--- config.mk ---
export PLATFORM = sky130hd
export DESIGN_NAME = rpc_reset_pin_control
export DESIGN_NICKNAME = d
export VERILOG_FILES = /design/src/rtl/rpc_sync2.v /design/src/rtl/rpc_reset_pin_control.v
export VERILOG_INCLUDE_DIRS = /design/src /design/src/shared
export SDC_FILE = /design/constraint.sdc
export NUM_CORES = 1
export LEC_CHECK = 0
export ABC_AREA = 1
export BUFFER_PORTS_ARGS = -buffer_cell sky130_fd_sc_hd__buf_2
export CAP_MARGIN = 20
export CORE_UTILIZATION = 50
export DETAILED_ROUTE_END_ITERATION = 8
export GPL_ROUTABILITY_DRIVEN = 0
export PLACE_DENSITY = 0.79
export SLEW_MARGIN = 20
export SYNTH_ARGS = -nofsm -noshare
export SYNTH_HDL_FRONTEND = slang
export SYNTH_SLANG_ARGS = --single-unit
--- constraint.sdc ---
create_clock -name clk_sys -period 2.25 [get_ports clk_sys]
set_clock_uncertainty 0.05 [all_clocks]
set_input_delay 0.675 -clock clk_sys [delete_from_list [all_inputs] [get_ports clk_sys]]
set_output_delay 0.675 -clock clk_sys [all_outputs]
set_load 0.02 [all_outputs]
--- src/shared/rpc_defines.vh ---
`ifndef RPC_DEFINES_VH
`define RPC_DEFINES_VH

// Release count: internal reset held this many clocks plus one after the synchronised release
`define RPC_RELEASE_CYCLES 16
// Counter width for the release delay
`define RPC_CNT_W 8
// Boot mode encodings
`define RPC_BOOT_NORMAL 1'h0
`define RPC_BOOT_EXTERNAL 1'h1
// Bit position of the reset pull-up control in the pull-up disable register
`define RPC_PUDR_RESET_BIT 0
`define RPC_PUDR_W 8
`define RPC_PUDR_RESET_VAL 8'h00
// Power-on reset stretch in clocks
`define RPC_POR_CYCLES 4
`define RPC_POR_W 3

`endif

--- src/rtl/rpc_sync2.v ---
`timescale 1ns/1ps
`include "rpc_defines.vh"

// Two-flop synchroniser; the first stage is read only by the second
module rpc_sync2 #(
  parameter RESET_VAL = 1'b0
)
(
  input wire clk_sys,
  input wire rst,
  input wire d,
  output wire q
);

  reg s1_q;
  reg s2_q;

  always @(posedge clk_sys)
  begin
    if (rst)
    begin
      s1_q <= RESET_VAL;
      s2_q <= RESET_VAL;
    end
    else
    begin
      s1_q <= d;
      s2_q <= s1_q;
    end
  end

  assign q = s2_q;

endmodule

--- src/rtl/rpc_reset_pin_control.v ---
`timescale 1ns/1ps
`include "rpc_defines.vh"

// Operation
// - External reset low keeps the chip initialised and held in reset.
// - On external reset release, latch boot strap level as initial mode.
// - Internal reset releases synchronously after a fixed count of clocks.
// - Chip reset alone never resets debug logic; test reset handles that.
// - Power-on reset gives the same chip reset as the external pin, and also resets debug logic.
// - Reset mirror output always shows the internal reset state.
// - Reset pin pull-up on at reset, off when its disable bit is set.
// - Strap high selects off-chip boot unless flash secured; low is normal.
module rpc_reset_pin_control #(
  parameter RELEASE_CYCLES = `RPC_RELEASE_CYCLES,
  parameter CNT_W = `RPC_CNT_W
)
(
  input wire clk_sys,
  input wire rst,
  input wire ext_reset_n,
  input wire test_reset_n,
  input wire boot_source_strap,
  input wire flash_secured,
  input wire pud_wr,
  input wire [`RPC_PUDR_W-1:0] pud_wdata,
  output wire [`RPC_PUDR_W-1:0] pullup_disable_reg,
  output wire reset_pullup_en,
  output wire chip_reset,
  output wire reset_mirror_output,
  output wire debug_reset,
  output wire boot_mode,
  output wire boot_mode_valid
);

  localparam ST_HOLD = 2'h0;
  localparam ST_COUNT = 2'h1;
  localparam ST_RUN = 2'h2;
  // Compare values are cut to the counter widths on purpose
  localparam integer CNT_LAST = RELEASE_CYCLES - 1;
  localparam integer POR_LAST = `RPC_POR_CYCLES;

  wire ext_reset_n_s;
  wire test_reset_n_s;
  reg [1:0] state_q;
  reg [1:0] state_d;
  reg [CNT_W-1:0] cnt_q;
  reg [CNT_W-1:0] cnt_d;
  reg [`RPC_POR_W-1:0] por_cnt_q;
  reg por_q;
  reg ext_prev_q;
  reg boot_mode_q;
  reg boot_valid_q;
  reg chip_reset_q;
  reg [`RPC_PUDR_W-1:0] pudr_q;
  reg debug_reset_q;
  wire reset_src;
  wire ext_release;

  // Pin may change at any time, so release is only acted on after syncing
  // Starts at the pin's idle high level so rst alone never looks like a release
  rpc_sync2 #(.RESET_VAL(1'b1)) u_sync_ext (
    .clk_sys(clk_sys),
    .rst(rst),
    .d(ext_reset_n),
    .q(ext_reset_n_s)
  );

  rpc_sync2 #(.RESET_VAL(1'b0)) u_sync_trst (
    .clk_sys(clk_sys),
    .rst(rst),
    .d(test_reset_n),
    .q(test_reset_n_s)
  );

  // Power-on reset stretched over a few clocks after rst
  always @(posedge clk_sys)
  begin
    if (rst)
    begin
      por_cnt_q <= {`RPC_POR_W{1'b0}};
      por_q <= 1'b1;
    end
    else if (por_cnt_q != POR_LAST[`RPC_POR_W-1:0])
    begin
      por_cnt_q <= por_cnt_q + 1'b1;
      por_q <= 1'b1;
    end
    else
    begin
      por_q <= 1'b0;
    end
  end

  // Power-on and pin feed the same reset path
  assign reset_src = por_q | ~ext_reset_n_s;
  assign ext_release = ext_reset_n_s & ~ext_prev_q;

  always @*
  begin
    state_d = state_q;
    cnt_d = cnt_q;
    case (state_q)
      ST_HOLD:
      begin
        cnt_d = {CNT_W{1'b0}};
        if (!reset_src)
        begin
          state_d = ST_COUNT;
        end
      end
      ST_COUNT:
      begin
        if (reset_src)
        begin
          state_d = ST_HOLD;
        end
        else if (cnt_q == CNT_LAST[CNT_W-1:0])
        begin
          state_d = ST_RUN;
        end
        else
        begin
          cnt_d = cnt_q + 1'b1;
        end
      end
      ST_RUN:
      begin
        if (reset_src)
        begin
          state_d = ST_HOLD;
        end
      end
      default:
      begin
        state_d = ST_HOLD;
      end
    endcase
  end

  always @(posedge clk_sys)
  begin
    if (rst)
    begin
      state_q <= ST_HOLD;
      cnt_q <= {CNT_W{1'b0}};
      chip_reset_q <= 1'b1;
      ext_prev_q <= 1'b1;
    end
    else
    begin
      state_q <= state_d;
      cnt_q <= cnt_d;
      // Registered so the release lands on a clock edge
      chip_reset_q <= (state_d != ST_RUN);
      ext_prev_q <= ext_reset_n_s;
    end
  end

  // Strap sampled once at the pin release; secured flash forces normal boot
  always @(posedge clk_sys)
  begin
    if (rst)
    begin
      boot_mode_q <= `RPC_BOOT_NORMAL;
      boot_valid_q <= 1'b0;
    end
    else if (ext_release)
    begin
      boot_mode_q <= (boot_source_strap & ~flash_secured) ?
                     `RPC_BOOT_EXTERNAL : `RPC_BOOT_NORMAL;
      boot_valid_q <= 1'b1;
    end
    else if (!ext_reset_n_s)
    begin
      // Dropped while the pin is low so a stale mode is never reported
      boot_valid_q <= 1'b0;
    end
  end

  // Pull-up disable register cleared by rst and while the power-on or pin reset source is active
  always @(posedge clk_sys)
  begin
    if (rst)
    begin
      pudr_q <= `RPC_PUDR_RESET_VAL;
    end
    else if (reset_src)
    begin
      pudr_q <= `RPC_PUDR_RESET_VAL;
    end
    else if (pud_wr)
    begin
      pudr_q <= pud_wdata;
    end
  end

  // Debug logic sees test reset and power-on only, never the chip reset pin;
  // registered so its reset net cannot glitch when both sources move at once
  always @(posedge clk_sys)
  begin
    if (rst)
    begin
      debug_reset_q <= 1'b1;
    end
    else
    begin
      debug_reset_q <= ~test_reset_n_s | por_q;
    end
  end

  assign pullup_disable_reg = pudr_q;
  assign reset_pullup_en = ~pudr_q[`RPC_PUDR_RESET_BIT];
  assign chip_reset = chip_reset_q;
  assign reset_mirror_output = chip_reset_q;
  assign debug_reset = debug_reset_q;
  assign boot_mode = boot_mode_q;
  assign boot_mode_valid = boot_valid_q;

endmodule

# Yosys cells after proc, flatten, opt, wreduce, memory -nomap -nowiden
# Cells that the tools add are included.
dict set report op_classes {
  n_eq_ne 8
  n_bitwise 9
  muxes 12
  reduce_logical 4
  addsub 2
}
# op count
set op_table {}
lappend op_table {{two-way mux 8 bit} 2}
lappend op_table {{case mux 8 bit (2 select lines)} 1}
lappend op_table {{adder 8 x 1 -> 8 bit, second input constant} 1}
lappend op_table {{equality test 8 x 4 -> 1 bit, second input constant} 1}
lappend op_table {{two-way mux 2 bit} 4}
lappend op_table {{!= test 2 bit, second input constant} 4}
lappend op_table {{case mux 2 bit (3 select lines)} 1}
lappend op_table {{NOT 1 bit} 5}
lappend op_table {{two-way mux 1 bit} 4}
lappend op_table {{adder 3 x 1 -> 3 bit, second input constant} 1}
lappend op_table {{!= test 3 bit, second input constant} 1}
lappend op_table {{AND reduction 3 bit} 1}
lappend op_table {{AND 1 bit} 2}
lappend op_table {{equality test 2 x 1 -> 1 bit, second input constant} 1}
lappend op_table {{equality test 2 bit, second input constant} 1}
lappend op_table {{zero test 2 bit} 1}
lappend op_table {{bitwise OR 1 bit} 2}
lappend op_table {{nonzero test 2 bit} 1}
lappend op_table {{OR reduction 2 bit} 1}
dict set report word_totals {
  wordCells 49
  regBits 31
  in_bits 15
}

# Depth between registers and ports, before layout
dict set report depth {
  word_depth 5
  depth_mapped 8
  mapped_depth_nobuf 8
}

# Modules after synthesis
# A second synthesis with hierarchy kept.
dict set report hier_totals {
  cells_unflattened 183
  hier_area_um2 1336.3
}
# module instances area_each_um2 seq_area_each_um2 cells_per_inst
set by_module_without_submodules {}
lappend by_module_without_submodules {rpc_reset_pin_control 1 1222.4 540.5 170}
lappend by_module_without_submodules {{rpc_sync2 (u_sync_ext)} 1 58.8 40.0 7}
lappend by_module_without_submodules {{rpc_sync2 (u_sync_trst)} 1 55.1 40.0 6}

# Worst setup path after synthesis
# OpenSTA, ideal clock, no wires.
dict set report synth_timing {
  path_type {input -> register}
  start {in pud_wr}
  end {reg pudr_q[1], in the netlist pullup_disable_reg[1]}
  setup_ps 118
  cell_stages 4
  setup_slack_ps 890
  required_time_ps 2082
  arrival_time_ps 1193
  path_cell_list {clkbuf_1 -> inv_1 -> nand2_1 -> a21oi_1}
}
# item line_no
set synth_lines {}
lappend synth_lines {{start, declared} rpc_reset_pin_control.v:24} ;# input wire pud_wr,
lappend synth_lines {{end signal, assigned} rpc_reset_pin_control.v:185} ;# pudr_q <= `RPC_PUDR_RESET_VAL;
lappend synth_lines {{end signal, assigned} rpc_reset_pin_control.v:189} ;# pudr_q <= `RPC_PUDR_RESET_VAL;
lappend synth_lines {{end signal, assigned} rpc_reset_pin_control.v:193} ;# pudr_q <= pud_wdata;
lappend synth_lines {{end, declared} rpc_reset_pin_control.v:54} ;# reg [`RPC_PUDR_W-1:0] pudr_q;

# Final worst setup path
dict set report layout_timing {
  start {reg pudr_q[0], in the netlist pullup_disable_reg[0]}
  end {out reset_pullup_en}
}
dict set report layout_between {
  elab_chain_cells 1
}
# item line_no
set layout_lines {}
lappend layout_lines {{NOT 1 bit} rpc_reset_pin_control.v:212} ;# assign reset_pullup_en = ~pudr_q[`RPC_PUDR_RESET_BIT];
lappend layout_lines {{end, declared} rpc_reset_pin_control.v:27} ;# output wire reset_pullup_en,
# No other way between the ends.

==> metrics.log <==
[metrics] sum of buffers and inverters on the critical path: 2
[metrics] number of failing setup endpoints in the final timing report: 0
[metrics] Synth Instances: around 170
[metrics] CP arrival: 0.86 ns
[metrics] Crit Path Max Fanout: 2
[metrics] fraction of layout cells with a size suffix above 1: 0.281
[metrics] placed insts: ~220
[metrics] final instance area: approximately 0.0015 mm²
[metrics] cell count of the worst hold path: 1
[metrics] final worst path period need: about 1.6 ns
[metrics] FF-to-FF path depth: 6
[metrics] All-Layer GR Usage: 0.198
[metrics] largest vdd supply drop: a little over 0.7 mV
[metrics] site row count: 18
[metrics] cell accounting for the most synthesized area: dfxtp_1
[metrics] number of placed I/O pins: 29
[metrics] total die area: 0.00281 mm²
[metrics] delay of the slowest critical-path stage: approximately 0.34 ns
[metrics] wire length of the first global-routing pass: about 4.0 mm
[metrics] sequential-to-total area share from yosys stat: 0.477
[metrics] total leakage power: 0.682 nW
[metrics] clock root cell: clkbuf_4
[metrics] Yosys top cell area share: 0.477
[metrics] flip-flop and latch count after synthesis: 31
[metrics] Hold Startpoint: u_sync_trst.q$_SDFF_PP0_
[metrics] FFs w/ async S/R, synth: 0
[metrics] residual antenna-violating net count after detailed routing: 0
[metrics] most frequent standard cell in the layout excluding fill and tap cells: nand2_1
[metrics] register cell area after layout: 621 µm²
[metrics] clk buf depth: 2
[metrics] final hold slack: 0.339 ns
[metrics] most frequent cells in the layout: nand2_1 (35), dfxtp_1 (31), buf_2 (28), inv_1 (20), nor2_1 (17)
[metrics] register clock-pin slew on the reported worst setup and hold paths: 0.10 ns
[metrics] Area contributors post-synth: dfxtp_1 (48%), nand2_1 (10%), a21oi_1 (5.8%), inv_1 (5.8%), nor2_1 (4.9%)
[metrics] number of sinks on the clock net: 31
[metrics] post-cts hold buffer count: 0
[metrics] post-layout util: 0.618
[metrics] count of input and output buffers: 28
[metrics] type of element capturing the critical path: output port
[metrics] first-pass detailed-route iteration total: 4
[metrics] total wire length after detailed routing: ~2.5 mm
[metrics] Critical Path Slowest Stage Cell: dfxtp_1
[metrics] launch point of the critical path: pullup_disable_reg[0]$_SDFFE_PP0P_
[metrics] clock latency reported for the late side of the worst-skew pair: 0.32 ns
[metrics] chip height: around 53 µm
[metrics] tightest slew margin relative to the limit: 0.590
[metrics] setup TNS: 0 ns
[metrics] maximum level of the CTS H-tree: 2
[metrics] via total after detailed routing: 1132
[metrics] total of max-cap violations: 0
[metrics] total CTS buffers: 5
[metrics] pin count of the biggest net entering global routing: 15
[metrics] Final period util: 0.704
[metrics] CTS resizes: 0
[metrics] cell count along the critical path: 2
[metrics] areal power density over the cells: just under 800 mW/mm²
[metrics] Remaining Overflow, GRT: 0
[metrics] antenna violations before repair: 0
[metrics] Yosys warning total: 0
[metrics] number of design-rule violations left by the first detailed-router iteration: 29
[metrics] setup repair after global routing missed its margin: no
[metrics] worst r2r src: por_q$_SDFF_PP1_
[metrics] min-delay worst type: flop to flop
[metrics] number of different library cells in the post-synthesis netlist: 27
[metrics] number of endpoints with negative hold slack in the final report: 0
[metrics] routed length per instance: 11.1 µm
[metrics] cell area after technology mapping: ~0.0013 mm²
[metrics] number of global-route vias before repair: roughly 970
[metrics] Synth Net Count: ~180
[metrics] Final Net Count: around 210
[metrics] post-DR vias/cell: approximately 5.0
[metrics] Syn-to-layout area delta: 17.7%
[metrics] die outline width: approximately 53 µm
[metrics] post-route insts no fill: 226
[metrics] initial cell density of the core: 0.525
[metrics] fill count: 231
[metrics] placed wire-length estimate: around 1.9 mm
[metrics] Fmax achieved: ~630 MHz
[metrics] TritonCTS clock tree: built
[metrics] post-route DRC violation count: 0
[metrics] critical path launch point type: flop
[metrics] standard cell area after detailed placement: 0.00144 mm²
[metrics] Antenna Cells: 0
[metrics] top cell family by delay on the critical path: flip-flops
[metrics] Pins Over Slew Limit: 0
[metrics] area of combinational cells with multiple inputs: 552 µm²
[metrics] run status: finished, final reports clean
[metrics] endpoint required time on the critical path: 1.52 ns
[metrics] CP Class: flop to output port
[metrics] Setup Fix Bufs, Post-CTS: 0
[metrics] number of flops mapped to enable cells by yosys: 0
[metrics] synthesized area per cell: between 7 and 8 µm²
[metrics] cell-by-cell listing of the critical path: inv_1 > buf_2
[metrics] Worst Tran Pin Value: about 0.6 ns
[metrics] Core Footprint: roughly 0.0025 mm²
[metrics] ys flop type: dfxtp_1
-- power by group --
group          internal, mW  switching [mW]
Sequential            0.584          0.0236
Clock                 0.263           0.184
Combinational        0.0524          0.0799
-- final cells by class --
class | instances | area share
sequential | 31 | 0.406
multi-input combinational | 104 | 0.361
timing repair buffer | 28 | 0.0916
inverter | 25 | 0.0613
clock buffer | 6 | 0.0335
tap | 30 | 0.0245
clock inverter | 2 | 0.0229
-- synthesized netlist by cell type (2+ instances only) --
master and number:
a21oi_1 15, a21oi_2 4, buf_4 2, clkbuf_1 2
dfxtp_1 31, ha_1 3, inv_1 20, inv_2 4
nand2_1 35, nand2_2 2, nand3_1 5, nand3_2 2
nand4_1 6, nor2_1 17, nor2_2 2, o21ai_0 3
or2_2 2
-- worst paths after layout --
path                            end  slack, ns
min          debug_reset$_SDFF_PP1_       0.34
max reg2reg   cnt_q[0]$_SDFFE_PP0P_       0.76
min reg2reg  debug_reset$_SDFF_PP1_       0.34
max                 reset_pullup_en       0.67
-- metrics by stage --
stage               worst slack, ns  total power, mW
CTS                           0.654             1.20
global placement              0.830            0.737
finish                        0.666             1.19
global route                  0.578             1.25
floorplan                     0.890            0.709
detailed placement            0.766            0.754
-- layer usage --
layer | wire length [µm] | GRT usage
met5 | 0 | 0
met4 | 10 | 0.0746
met3 | 92 | 0.0805
met2 | 1340 | 0.338
met1 | 1060 | 0.219
-- worst reg2reg max path: stages, from the launching register on --
cell	delay [ns]
dfxtp_1	0.32
inv_2	0.04
nand2_1	0.07
a21oi_2	0.52
nand2_1	0.18
o21ai_1	0.15
nor2_1	0.05
-- logic make-up (layout without fill, tap and decap cells) --
group           count (synthesis)  count (layout)  synth area share
buf+inv                        30              61            0.0982
compound gates                 25              25             0.112
xor+xnor                        1               1           0.00674
simple gates                   75              75             0.277
flops                          31              31             0.477
fa+ha+maj                       3               3            0.0289
(Power assumes the default switching activity.)
